[src/verilog/gpc_pkg.sv]
package gpc_pkg;

    // ****************************************
    // Register map
    // ****************************************
    localparam int ADR_W = 9;
    localparam logic [7:0] CFG_INDEX = 8'h3E;
    localparam logic [ADR_W-1:0] CFG_ADDR = ADR_W'({CFG_INDEX, 2'h0});
    localparam logic [ADR_W-1:0] DATA_ADDR = 9'h100;
    localparam logic [ADR_W-1:0] STAT_ADDR = 9'h104;
    localparam logic [ADR_W-1:0] MASK_ADDR = 9'h108;

    // ****************************************
    // Field values
    // ****************************************
    localparam logic [7:0] CFG_RESET = 8'h01;
    localparam logic [1:0] FUNC_GPIO = 2'h0;
    localparam logic [1:0] FUNC_WP = 2'h1;
    localparam logic [1:0] FUNC_RSV = 2'h2;
    localparam logic [1:0] FUNC_IRQ = 2'h3;
    localparam logic [2:0] RSV_ZERO = 3'h0;
    localparam int ST_EDGE = 0;
    localparam int ST_LOCK = 1;
    localparam int ST_W = 2;

    // ****************************************
    // Carriers
    // ****************************************
    typedef struct packed {
        logic outType;
        logic [2:0] rsv;
        logic [1:0] func;
        logic pol;
        logic dir;
    } gpc_cfg_t;

    typedef struct packed {
        logic out;
        logic enN;
    } gpc_pad_t;

endpackage
[src/verilog/gpc_gpio_4_3.sv]
// Function
// - Direction bit one makes the pin input, zero makes it output.
// - Polarity bit one inverts the pin value, zero passes it.
// - Function 11 is either-edge interrupt three, 10 reserved, 00 plain GPIO.
// - Function 01 forces input, non-inverted, overriding direction and polarity.
// - Once function is 01, software writes to the field are ignored.
// - Power-on resets and hard reset clear the function field; only release.
// - Locked and pin high: disable register is read-only, writes discarded.
// - Locked and pin low: disable register is readable and writable.
// - Output type one gives open drain, zero gives push-pull.
`timescale 1ns/1ns
`default_nettype none

module gpc_gpio_4_3 (
    input wire logic mclk,
    input wire logic rst,
    input wire logic hardReset,
    input wire logic cyc_i,
    input wire logic stb_i,
    input wire logic we_i,
    input wire logic [gpc_pkg::ADR_W-1:0] adr_i,
    input wire logic [3:0] sel_i,
    input wire logic [31:0] dat_i,
    output logic [31:0] dat_o,
    output logic ack_o,
    input wire logic pinIn,
    output logic pinOut,
    output logic pinOutEnN,
    output logic disableRegWriteEn,
    output logic irq
);

    // ****************************************
    // State
    // ****************************************
    gpc_pkg::gpc_cfg_t cfg_reg;
    gpc_pkg::gpc_cfg_t cfg_next;
    gpc_pkg::gpc_cfg_t wrCfg;
    gpc_pkg::gpc_pad_t pad_reg;
    gpc_pkg::gpc_pad_t pad_next;
    logic outLatch_reg;
    logic outLatch_next;
    logic pinSmp_reg;
    logic pinPrev_reg;
    logic [gpc_pkg::ST_W-1:0] stat_reg;
    logic [gpc_pkg::ST_W-1:0] stat_next;
    logic [gpc_pkg::ST_W-1:0] mask_reg;
    logic [gpc_pkg::ST_W-1:0] mask_next;
    logic [gpc_pkg::ST_W-1:0] statSet;
    logic [gpc_pkg::ST_W-1:0] statClr;
    logic ack_reg;
    logic ack_next;
    logic [31:0] rdData_reg;
    logic [31:0] rdData_next;
    logic wrEn_reg;
    logic wrEn_next;
    logic irq_reg;
    logic irq_next;

    // ****************************************
    // Bus decode
    // ****************************************
    logic [gpc_pkg::ADR_W-1:0] wordAdr;
    logic busReq;
    logic wrStrobe;
    logic hitCfg;
    logic hitData;
    logic hitStat;
    logic hitMask;
    logic cfgWr;
    logic [31:0] readMux;

    assign wordAdr = {adr_i[gpc_pkg::ADR_W-1:2], 2'h0};
    assign busReq = cyc_i & stb_i;
    // Write lands on the edge where ack is seen high
    assign wrStrobe = busReq & we_i & ack_reg & sel_i[0];
    assign hitCfg = wordAdr == gpc_pkg::CFG_ADDR;
    assign hitData = wordAdr == gpc_pkg::DATA_ADDR;
    assign hitStat = wordAdr == gpc_pkg::STAT_ADDR;
    assign hitMask = wordAdr == gpc_pkg::MASK_ADDR;
    assign cfgWr = wrStrobe & hitCfg;
    assign wrCfg = dat_i[7:0];

    // ****************************************
    // Pin behaviour
    // ****************************************
    logic funcLocked;
    logic effIn;
    logic effPol;
    logic driveVal;
    logic pinLogic;
    logic edgeEv;
    logic lockEv;

    assign funcLocked = cfg_reg.func == gpc_pkg::FUNC_WP;
    assign effIn = funcLocked | cfg_reg.dir;
    assign effPol = ~funcLocked & cfg_reg.pol;
    assign driveVal = outLatch_reg ^ effPol;
    assign pinLogic = pinSmp_reg ^ effPol;
    // Open drain only ever pulls low; a one releases the pin
    assign pad_next.out = cfg_reg.outType ? 1'b0 : driveVal;
    assign pad_next.enN = effIn | (cfg_reg.outType & driveVal);
    assign edgeEv = (cfg_reg.func == gpc_pkg::FUNC_IRQ) & (pinSmp_reg != pinPrev_reg);
    assign lockEv = cfgWr & ~funcLocked & ~hardReset & (wrCfg.func == gpc_pkg::FUNC_WP);
    // Pin only gates the disable register while locked
    assign wrEn_next = ~funcLocked | ~pinSmp_reg;

    // ****************************************
    // Configuration update
    // ****************************************
    always_comb begin
        cfg_next = cfg_reg;
        if (cfgWr) begin
            cfg_next.dir = wrCfg.dir;
            cfg_next.pol = wrCfg.pol;
            cfg_next.outType = wrCfg.outType;
            if (!funcLocked) begin
                cfg_next.func = wrCfg.func;
            end
        end
        if (hardReset) begin
            cfg_next.func = gpc_pkg::FUNC_GPIO;
        end
        cfg_next.rsv = gpc_pkg::RSV_ZERO;
    end

    // ****************************************
    // Registers and interrupts
    // ****************************************
    assign outLatch_next = (wrStrobe & hitData) ? dat_i[0] : outLatch_reg;
    assign mask_next = (wrStrobe & hitMask) ? dat_i[gpc_pkg::ST_W-1:0] : mask_reg;
    assign statSet = {lockEv, edgeEv};
    assign statClr = (wrStrobe & hitStat) ? dat_i[gpc_pkg::ST_W-1:0] : '0;
    // Set beats a clear in the same cycle
    assign stat_next = (stat_reg & ~statClr) | statSet;
    assign irq_next = |(stat_reg & mask_reg);
    assign ack_next = busReq & ~ack_reg;
    assign readMux = hitCfg ? {24'h000000, cfg_reg} :
                     hitData ? {30'h00000000, outLatch_reg, pinLogic} :
                     hitStat ? {30'h00000000, stat_reg} :
                     hitMask ? {30'h00000000, mask_reg} : 32'h00000000;
    assign rdData_next = (busReq & ~ack_reg) ? readMux : rdData_reg;

    always_ff @(posedge mclk or posedge rst) begin
        if (rst) begin
            cfg_reg <= gpc_pkg::CFG_RESET;
            outLatch_reg <= 1'b0;
            pinSmp_reg <= 1'b0;
            pinPrev_reg <= 1'b0;
        end else begin
            cfg_reg <= cfg_next;
            outLatch_reg <= outLatch_next;
            pinSmp_reg <= pinIn;
            pinPrev_reg <= pinSmp_reg;
        end
    end

    always_ff @(posedge mclk or posedge rst) begin
        if (rst) begin
            pad_reg <= 2'h1;
            stat_reg <= '0;
            mask_reg <= '0;
            irq_reg <= 1'b0;
            wrEn_reg <= 1'b1;
        end else begin
            pad_reg <= pad_next;
            stat_reg <= stat_next;
            mask_reg <= mask_next;
            irq_reg <= irq_next;
            wrEn_reg <= wrEn_next;
        end
    end

    always_ff @(posedge mclk or posedge rst) begin
        if (rst) begin
            ack_reg <= 1'b0;
            rdData_reg <= 32'h00000000;
        end else begin
            ack_reg <= ack_next;
            rdData_reg <= rdData_next;
        end
    end

    assign dat_o = rdData_reg;
    assign ack_o = ack_reg;
    assign pinOut = pad_reg.out;
    assign pinOutEnN = pad_reg.enN;
    assign disableRegWriteEn = wrEn_reg;
    assign irq = irq_reg;

    // ****************************************
    // Checks
    // ****************************************
    a_dir_input_release: assert property (@(posedge mclk) disable iff (rst)
        (cfg_reg.dir || funcLocked) |=> pinOutEnN)
        else $error("pin driven while configured as input");

    a_dir_output_drive: assert property (@(posedge mclk) disable iff (rst)
        (!cfg_reg.dir && !funcLocked && !cfg_reg.outType) |=> !pinOutEnN)
        else $error("push-pull output not driven");

    a_pol_drive_value: assert property (@(posedge mclk) disable iff (rst)
        (!effIn && !cfg_reg.outType) |=> pinOut == ($past(outLatch_reg) ^ $past(cfg_reg.pol)))
        else $error("driven level ignores polarity");

    a_edge_int_set: assert property (@(posedge mclk) disable iff (rst)
        (cfg_reg.func == gpc_pkg::FUNC_IRQ && $changed(pinSmp_reg)) ##1 1'b1 |=> stat_reg[0])
        else $error("pin edge did not set interrupt status");

    a_lock_hold_func: assert property (@(posedge mclk) disable iff (rst)
        (funcLocked && !hardReset) |=> funcLocked)
        else $error("locked function field changed");

    a_hard_clear_func: assert property (@(posedge mclk) disable iff (rst)
        hardReset |=> cfg_reg.func == gpc_pkg::FUNC_GPIO)
        else $error("hard reset left function field set");

    a_wp_pin_high: assert property (@(posedge mclk) disable iff (rst)
        (funcLocked && pinSmp_reg) |=> !disableRegWriteEn)
        else $error("disable register writable with pin high");

    a_wp_pin_low: assert property (@(posedge mclk) disable iff (rst)
        (funcLocked && !pinSmp_reg) |=> disableRegWriteEn)
        else $error("disable register locked with pin low");

    a_open_drain_high: assert property (@(posedge mclk) disable iff (rst)
        (!effIn && cfg_reg.outType && driveVal) |=> pinOutEnN && !pinOut)
        else $error("open drain drove a high level");

    a_rsv_read_zero: assert property (@(posedge mclk) disable iff (rst)
        (busReq && !ack_reg && hitCfg) |=> dat_o[6:4] == 3'h0)
        else $error("reserved bits read nonzero");

    a_ack_single: assert property (@(posedge mclk) disable iff (rst)
        ack_o |=> !ack_o)
        else $error("ack held longer than one cycle");

    a_ack_after_req: assert property (@(posedge mclk) disable iff (rst)
        (busReq && !ack_reg) |=> ack_o)
        else $error("request not answered in the next cycle");

    a_ack_no_req: assert property (@(posedge mclk) disable iff (rst)
        !busReq |=> !ack_o)
        else $error("ack given without a request");

    a_rd_data_hold: assert property (@(posedge mclk) disable iff (rst)
        (!busReq || ack_reg) |=> $stable(dat_o))
        else $error("read data moved without a new request");

    a_edge_func_only: assert property (@(posedge mclk) disable iff (rst)
        (cfg_reg.func != gpc_pkg::FUNC_IRQ && !stat_reg[0]) |=> !stat_reg[0])
        else $error("edge status set outside interrupt mode");

    a_lock_input_read: assert property (@(posedge mclk) disable iff (rst)
        (busReq && !ack_reg && hitData && funcLocked) |=> dat_o[0] == $past(pinSmp_reg))
        else $error("locked pin read back inverted");

    a_lock_write_drop: assert property (@(posedge mclk) disable iff (rst)
        (funcLocked && cfgWr && !hardReset) |=> cfg_reg.func == gpc_pkg::FUNC_WP)
        else $error("write changed the locked function field");

    a_lock_status_set: assert property (@(posedge mclk) disable iff (rst)
        $rose(funcLocked) |-> stat_reg[1])
        else $error("lock did not set its status bit");

    a_hard_keep_rest: assert property (@(posedge mclk) disable iff (rst)
        (hardReset && !cfgWr) |=> cfg_reg.dir == $past(cfg_reg.dir)
            && cfg_reg.pol == $past(cfg_reg.pol))
        else $error("hard reset touched bits outside the function field");

    a_wp_off_writable: assert property (@(posedge mclk) disable iff (rst)
        !funcLocked |=> disableRegWriteEn)
        else $error("disable register locked while not in control mode");

    a_open_drain_low: assert property (@(posedge mclk) disable iff (rst)
        (!effIn && cfg_reg.outType && !driveVal) |=> !pinOutEnN && !pinOut)
        else $error("open drain did not pull low");

    a_rsv_store_zero: assert property (@(posedge mclk) disable iff (rst)
        cfgWr |=> cfg_reg.rsv == gpc_pkg::RSV_ZERO)
        else $error("reserved bits stored a write");

    a_stat_w1c_clear: assert property (@(posedge mclk) disable iff (rst)
        (wrStrobe && hitStat && dat_i[0] && !edgeEv) |=> !stat_reg[0])
        else $error("status bit not cleared by writing one");

    a_irq_raise: assert property (@(posedge mclk) disable iff (rst)
        (|(stat_reg & mask_reg)) |=> irq)
        else $error("unmasked status did not raise interrupt");

    a_irq_drop: assert property (@(posedge mclk) disable iff (rst)
        !(|(stat_reg & mask_reg)) |=> !irq)
        else $error("interrupt high with no unmasked status");

    a_data_latch_write: assert property (@(posedge mclk) disable iff (rst)
        (wrStrobe && hitData) |=> outLatch_reg == $past(dat_i[0]))
        else $error("output latch missed a write");

    a_mask_write: assert property (@(posedge mclk) disable iff (rst)
        (wrStrobe && hitMask) |=> mask_reg == $past(dat_i[gpc_pkg::ST_W-1:0]))
        else $error("mask register missed a write");

endmodule

`default_nettype wire

[config.mk]
export PLATFORM = sky130hd
export DESIGN_NAME = gpc_gpio_4_3
export DESIGN_NICKNAME = d
export VERILOG_FILES = /design/src/verilog/gpc_pkg.sv /design/src/verilog/gpc_gpio_4_3.sv
export SDC_FILE = /design/constraint.sdc
export NUM_CORES = 1
export LEC_CHECK = 0
export BUFFER_PORTS_ARGS = -buffer_cell sky130_fd_sc_hd__buf_2
export CAP_MARGIN = 20
export CORE_ASPECT_RATIO = 1.75
export CORE_MARGIN = 1.5
export CORE_UTILIZATION = 45
export CTS_BUF_LIST = sky130_fd_sc_hd__clkbuf_4
export CTS_CLUSTER_DIAMETER = 150
export DETAILED_ROUTE_END_ITERATION = 7
export MAX_ROUTING_LAYER = met4
export PLACE_DENSITY = 0.88
export RECOVER_POWER = 100
export SLEW_MARGIN = 25
export SYNTH_ARGS = -nofsm -noshare
export SYNTH_HDL_FRONTEND = slang
export SYNTH_SLANG_ARGS = --single-unit
export TNS_END_PERCENT = 1
[constraint.sdc]
create_clock -name mclk -period 3.9 [get_ports mclk]
set_input_delay 0.78 -clock mclk [delete_from_list [all_inputs] [get_ports mclk]]
set_output_delay 0.78 -clock mclk [all_outputs]
set_load 0.01 [all_outputs]
==> results by group <==
Drt
  – Initial drt markers: 17
  – Final WL: 2.42 mm
  – Routed vias/inst: 5.32
  – Avg WL per Cell: 13.8 um
  – Number of routed nets with antenna violations: 0
  – Vias: 931
  – DRC Markers: 0
  – 1st-pass router iterations: 4

Worst setup path
  – CP arrival: 2470 ps
  – Slowest CP cell: or4b_1
  – Max incr delay on CP: 580 ps
  – Crit path cell chain: buf_2 > or4b_1 > nor4_1 > nand2_2 > mux2_1
  – Critical Path Sink Type: flop
  – R2r setup slk: 2360 ps
  – CP max FO: 3
  – Setup crit start: adr_i[5]
  – Worst reg2reg startpoint: ack_o
  – Critical path's top delay family: simple AND/OR/NAND/NOR gates
  – Worst EP required: 4110 ps
  – Worst Path Buf+Inv: 1
  – Setup CP Type: primary input to flop
  – Crit start category: primary input

Power and ir drop
  – Reg power frac: 60.6%
  – Switching Share: 27.1%
  – Leakage: 0.633 nW
  – Tot Pwr: 0.000390 W
  – Clock Power Share: 27.4%
  – Combinational power share: 12.1%
  – Worst VDD drop: 0.153 mV
  – Sw power: 0.000106 W
  – Cell-internal power: 0.000285 W
  – Pwr Density: 303 nW/um2

Timing
  – Fin Setup TNS: 0 ps
  – FMAX: 444 MHz
  – Tmin final: 2250 ps
  – Post-route setup slack: 1650 ps
  – RSZ-0062 raised after global routing: no
  – Slew @ Worst Pin: 788 ps
  – Worst-case clock skew: 5.79 ps
  – Period utilization: 57.7%
  – Slew Viols, Final: 0
  – Slew margin rel.: 47.4%
  – Final Hold Viols: 0
  – Final setup viols: 0

Logic synthesis
  – Post-synth ARST share: 100%
  – Synth Warn #: 0
  – Number of distinct library cells after synthesis: 32
  – Post-Syn Area: 1230 um2
  – Post-synthesis sequential area ratio: 45.2%
  – Synth Instances: 117
  – Post-synth top flop: dfrtp_1
  – #FFs+latches synth: 22
  – Syn avg cell area: 10.5 um2
  – Post-synth EDFFs: 0

Clock network
  – Post-CTS Setup Inserts: 0
  – Clk buf depth: 2
  – Clock Latency Late Sink: 320 ps
  – CTS tree: done
  – Clock sinks: 22
  – Post-CTS sizing: 0
  – Root Buffer: clkbuf_4
  – Clk slew on worst S/H paths: 120 ps
  – Post-cts hold buffer count: 0
  – Num CTS Buffers: 3
  – H-tree Lvls: 1

Finish
  – FF/Latch Area: 554 um2
  – Fin nets: 202
  – Fill count: 246
  – Ant diodes: 0
  – Area Growth Syn to Fin: 4.89%
  – Multi-input gate area: 528 um2
  – Share of post-route cells with drive strength above 1: 18.1%

Flow run
  – Max-cap violations: 0

Global route
  – First-pass GRT wire length: 3.86 mm
  – Gr usage total: 17.1%
  – Pin count of the biggest net entering global routing: 23
  – Antenna violations before repair: 0
  – Grt ovf: 0
  – Vias in the first global route: 924

Die
  – Die W: 42.5 um
  – Die Ht: 72.1 um
  – I/O pin cnt: 89
  – Initial Util: 48.1%
  – Core ar.: 2550 um2
  – Die Footprint: 3060 um2
  – Num rows: 24

Placed design
  – Gpl congestion: 0.797
  – HPWL Detailed: 1.95 mm
  – Place WS: 1580 ps
  – I/O Buffers: 29

Run status
  – Outcome: finished, final reports clean

Min path
  – Hold_sp: cfg_reg[7]
  – Hold/Removal Path Class: flop to flop
## cells in the mapped netlist (2+ instances only)
master    instances  area (um2)
buf_4            27         203
dfrtp_1          19         475
nor2_1            7        26.3
a22o_1            6        52.6
mux2_1            6        67.6
nor3_1            5        25.0
a211oi_1          4        30.0
nand2_1           4        15.0
nand3_1           4        20.0
dfstp_2           3        78.8
inv_1             3        11.3
nand2b_1          3        18.8
nor2b_1           3        18.8
xor2_1            3        26.3
nand4_1           2        12.5
or3_1             2        12.5
## power groups by stage
stage               clock network, W  registers [W]   logic, W
floorplan                          0       0.000242  0.0000469
global placement                   0       0.000240  0.0000475
detailed placement                 0       0.000241  0.0000494
CTS                         0.000110       0.000236  0.0000495
global route                0.000118       0.000237  0.0000531
finish                      0.000107       0.000236  0.0000471
## placed cells by master, fill, tap and decap left out, drive strengths merged
| cell type | n |
|---|---|
| a211o | 1 |
| a211oi | 4 |
| a21boi | 1 |
| a22o | 6 |
| a31oi | 1 |
| a32o | 1 |
| and3 | 1 |
| buf | 18 |
| clkbuf | 14 |
| clkinv | 1 |
| conb | 27 |
| dfrtp | 19 |
| dfstp | 3 |
| inv | 4 |
| mux2 | 6 |
| nand2 | 5 |
| nand2b | 3 |
| nand3 | 4 |
| nand4 | 2 |
| nor2 | 7 |
| nor2b | 3 |
| nor3 | 5 |
| nor3b | 1 |
| nor4 | 2 |
| o21ai | 1 |
| o22ai | 1 |
| o2bb2ai | 1 |
| or2 | 1 |
| or3 | 2 |
| or4b | 1 |
| xor2 | 3 |
## area by class of cell
| cell class | count | share of cell area [%] |
|---|---|---|
| Timing Repair Buffer | 29 | 10.2 |
| Inverter | 4 | 1.17 |
| Clock buffer | 3 | 1.75 |
| Clock inverter | 1 | 0.292 |
| Multi-Input combinational cell | 90 | 41.0 |
| Tap cell | 26 | 2.53 |
| Sequential cell | 22 | 43.1 |
## through the flow
stage	hold WS, ps	instances	utilization (%)	instance area (um2)
after floorplan	424	143	-	1330
after global placement	464	171	50.9	1300
after detailed placement	474	171	50.9	1300
after CTS	491	175	52.0	1330
after global routing	523	175	50.4	1290
final	486	175	50.4	1290
## kinds of logic after synthesis
logic type             share of synthesized area [%]
AND/OR/NAND/NOR                                 18.1
buffers and inverters                           17.7
flip-flops                                      45.2
AO/OA/AOI/OAI                                   11.0
multiplexers                                    5.50
XOR/XNOR                                        2.14
other                                          0.306
## worst paths after layout
kind                                to  depth (start not counted)
setup / recovery           mask_reg[1]                          5
hold / removal                  pinOut                          1
setup reg to reg           mask_reg[1]                          4
hold reg to reg                 pinOut                          1
max in group asynchronous       pinOut                          2
min in group asynchronous        ack_o                          2
## routing by layer
layer  GRT usage (%)  share of wire [%]
met5               -                  0
met4            14.9                4.4
met3            2.99                5.3
met2            29.2                 55
met1            15.9                 35
(Power assumes the default switching activity.)
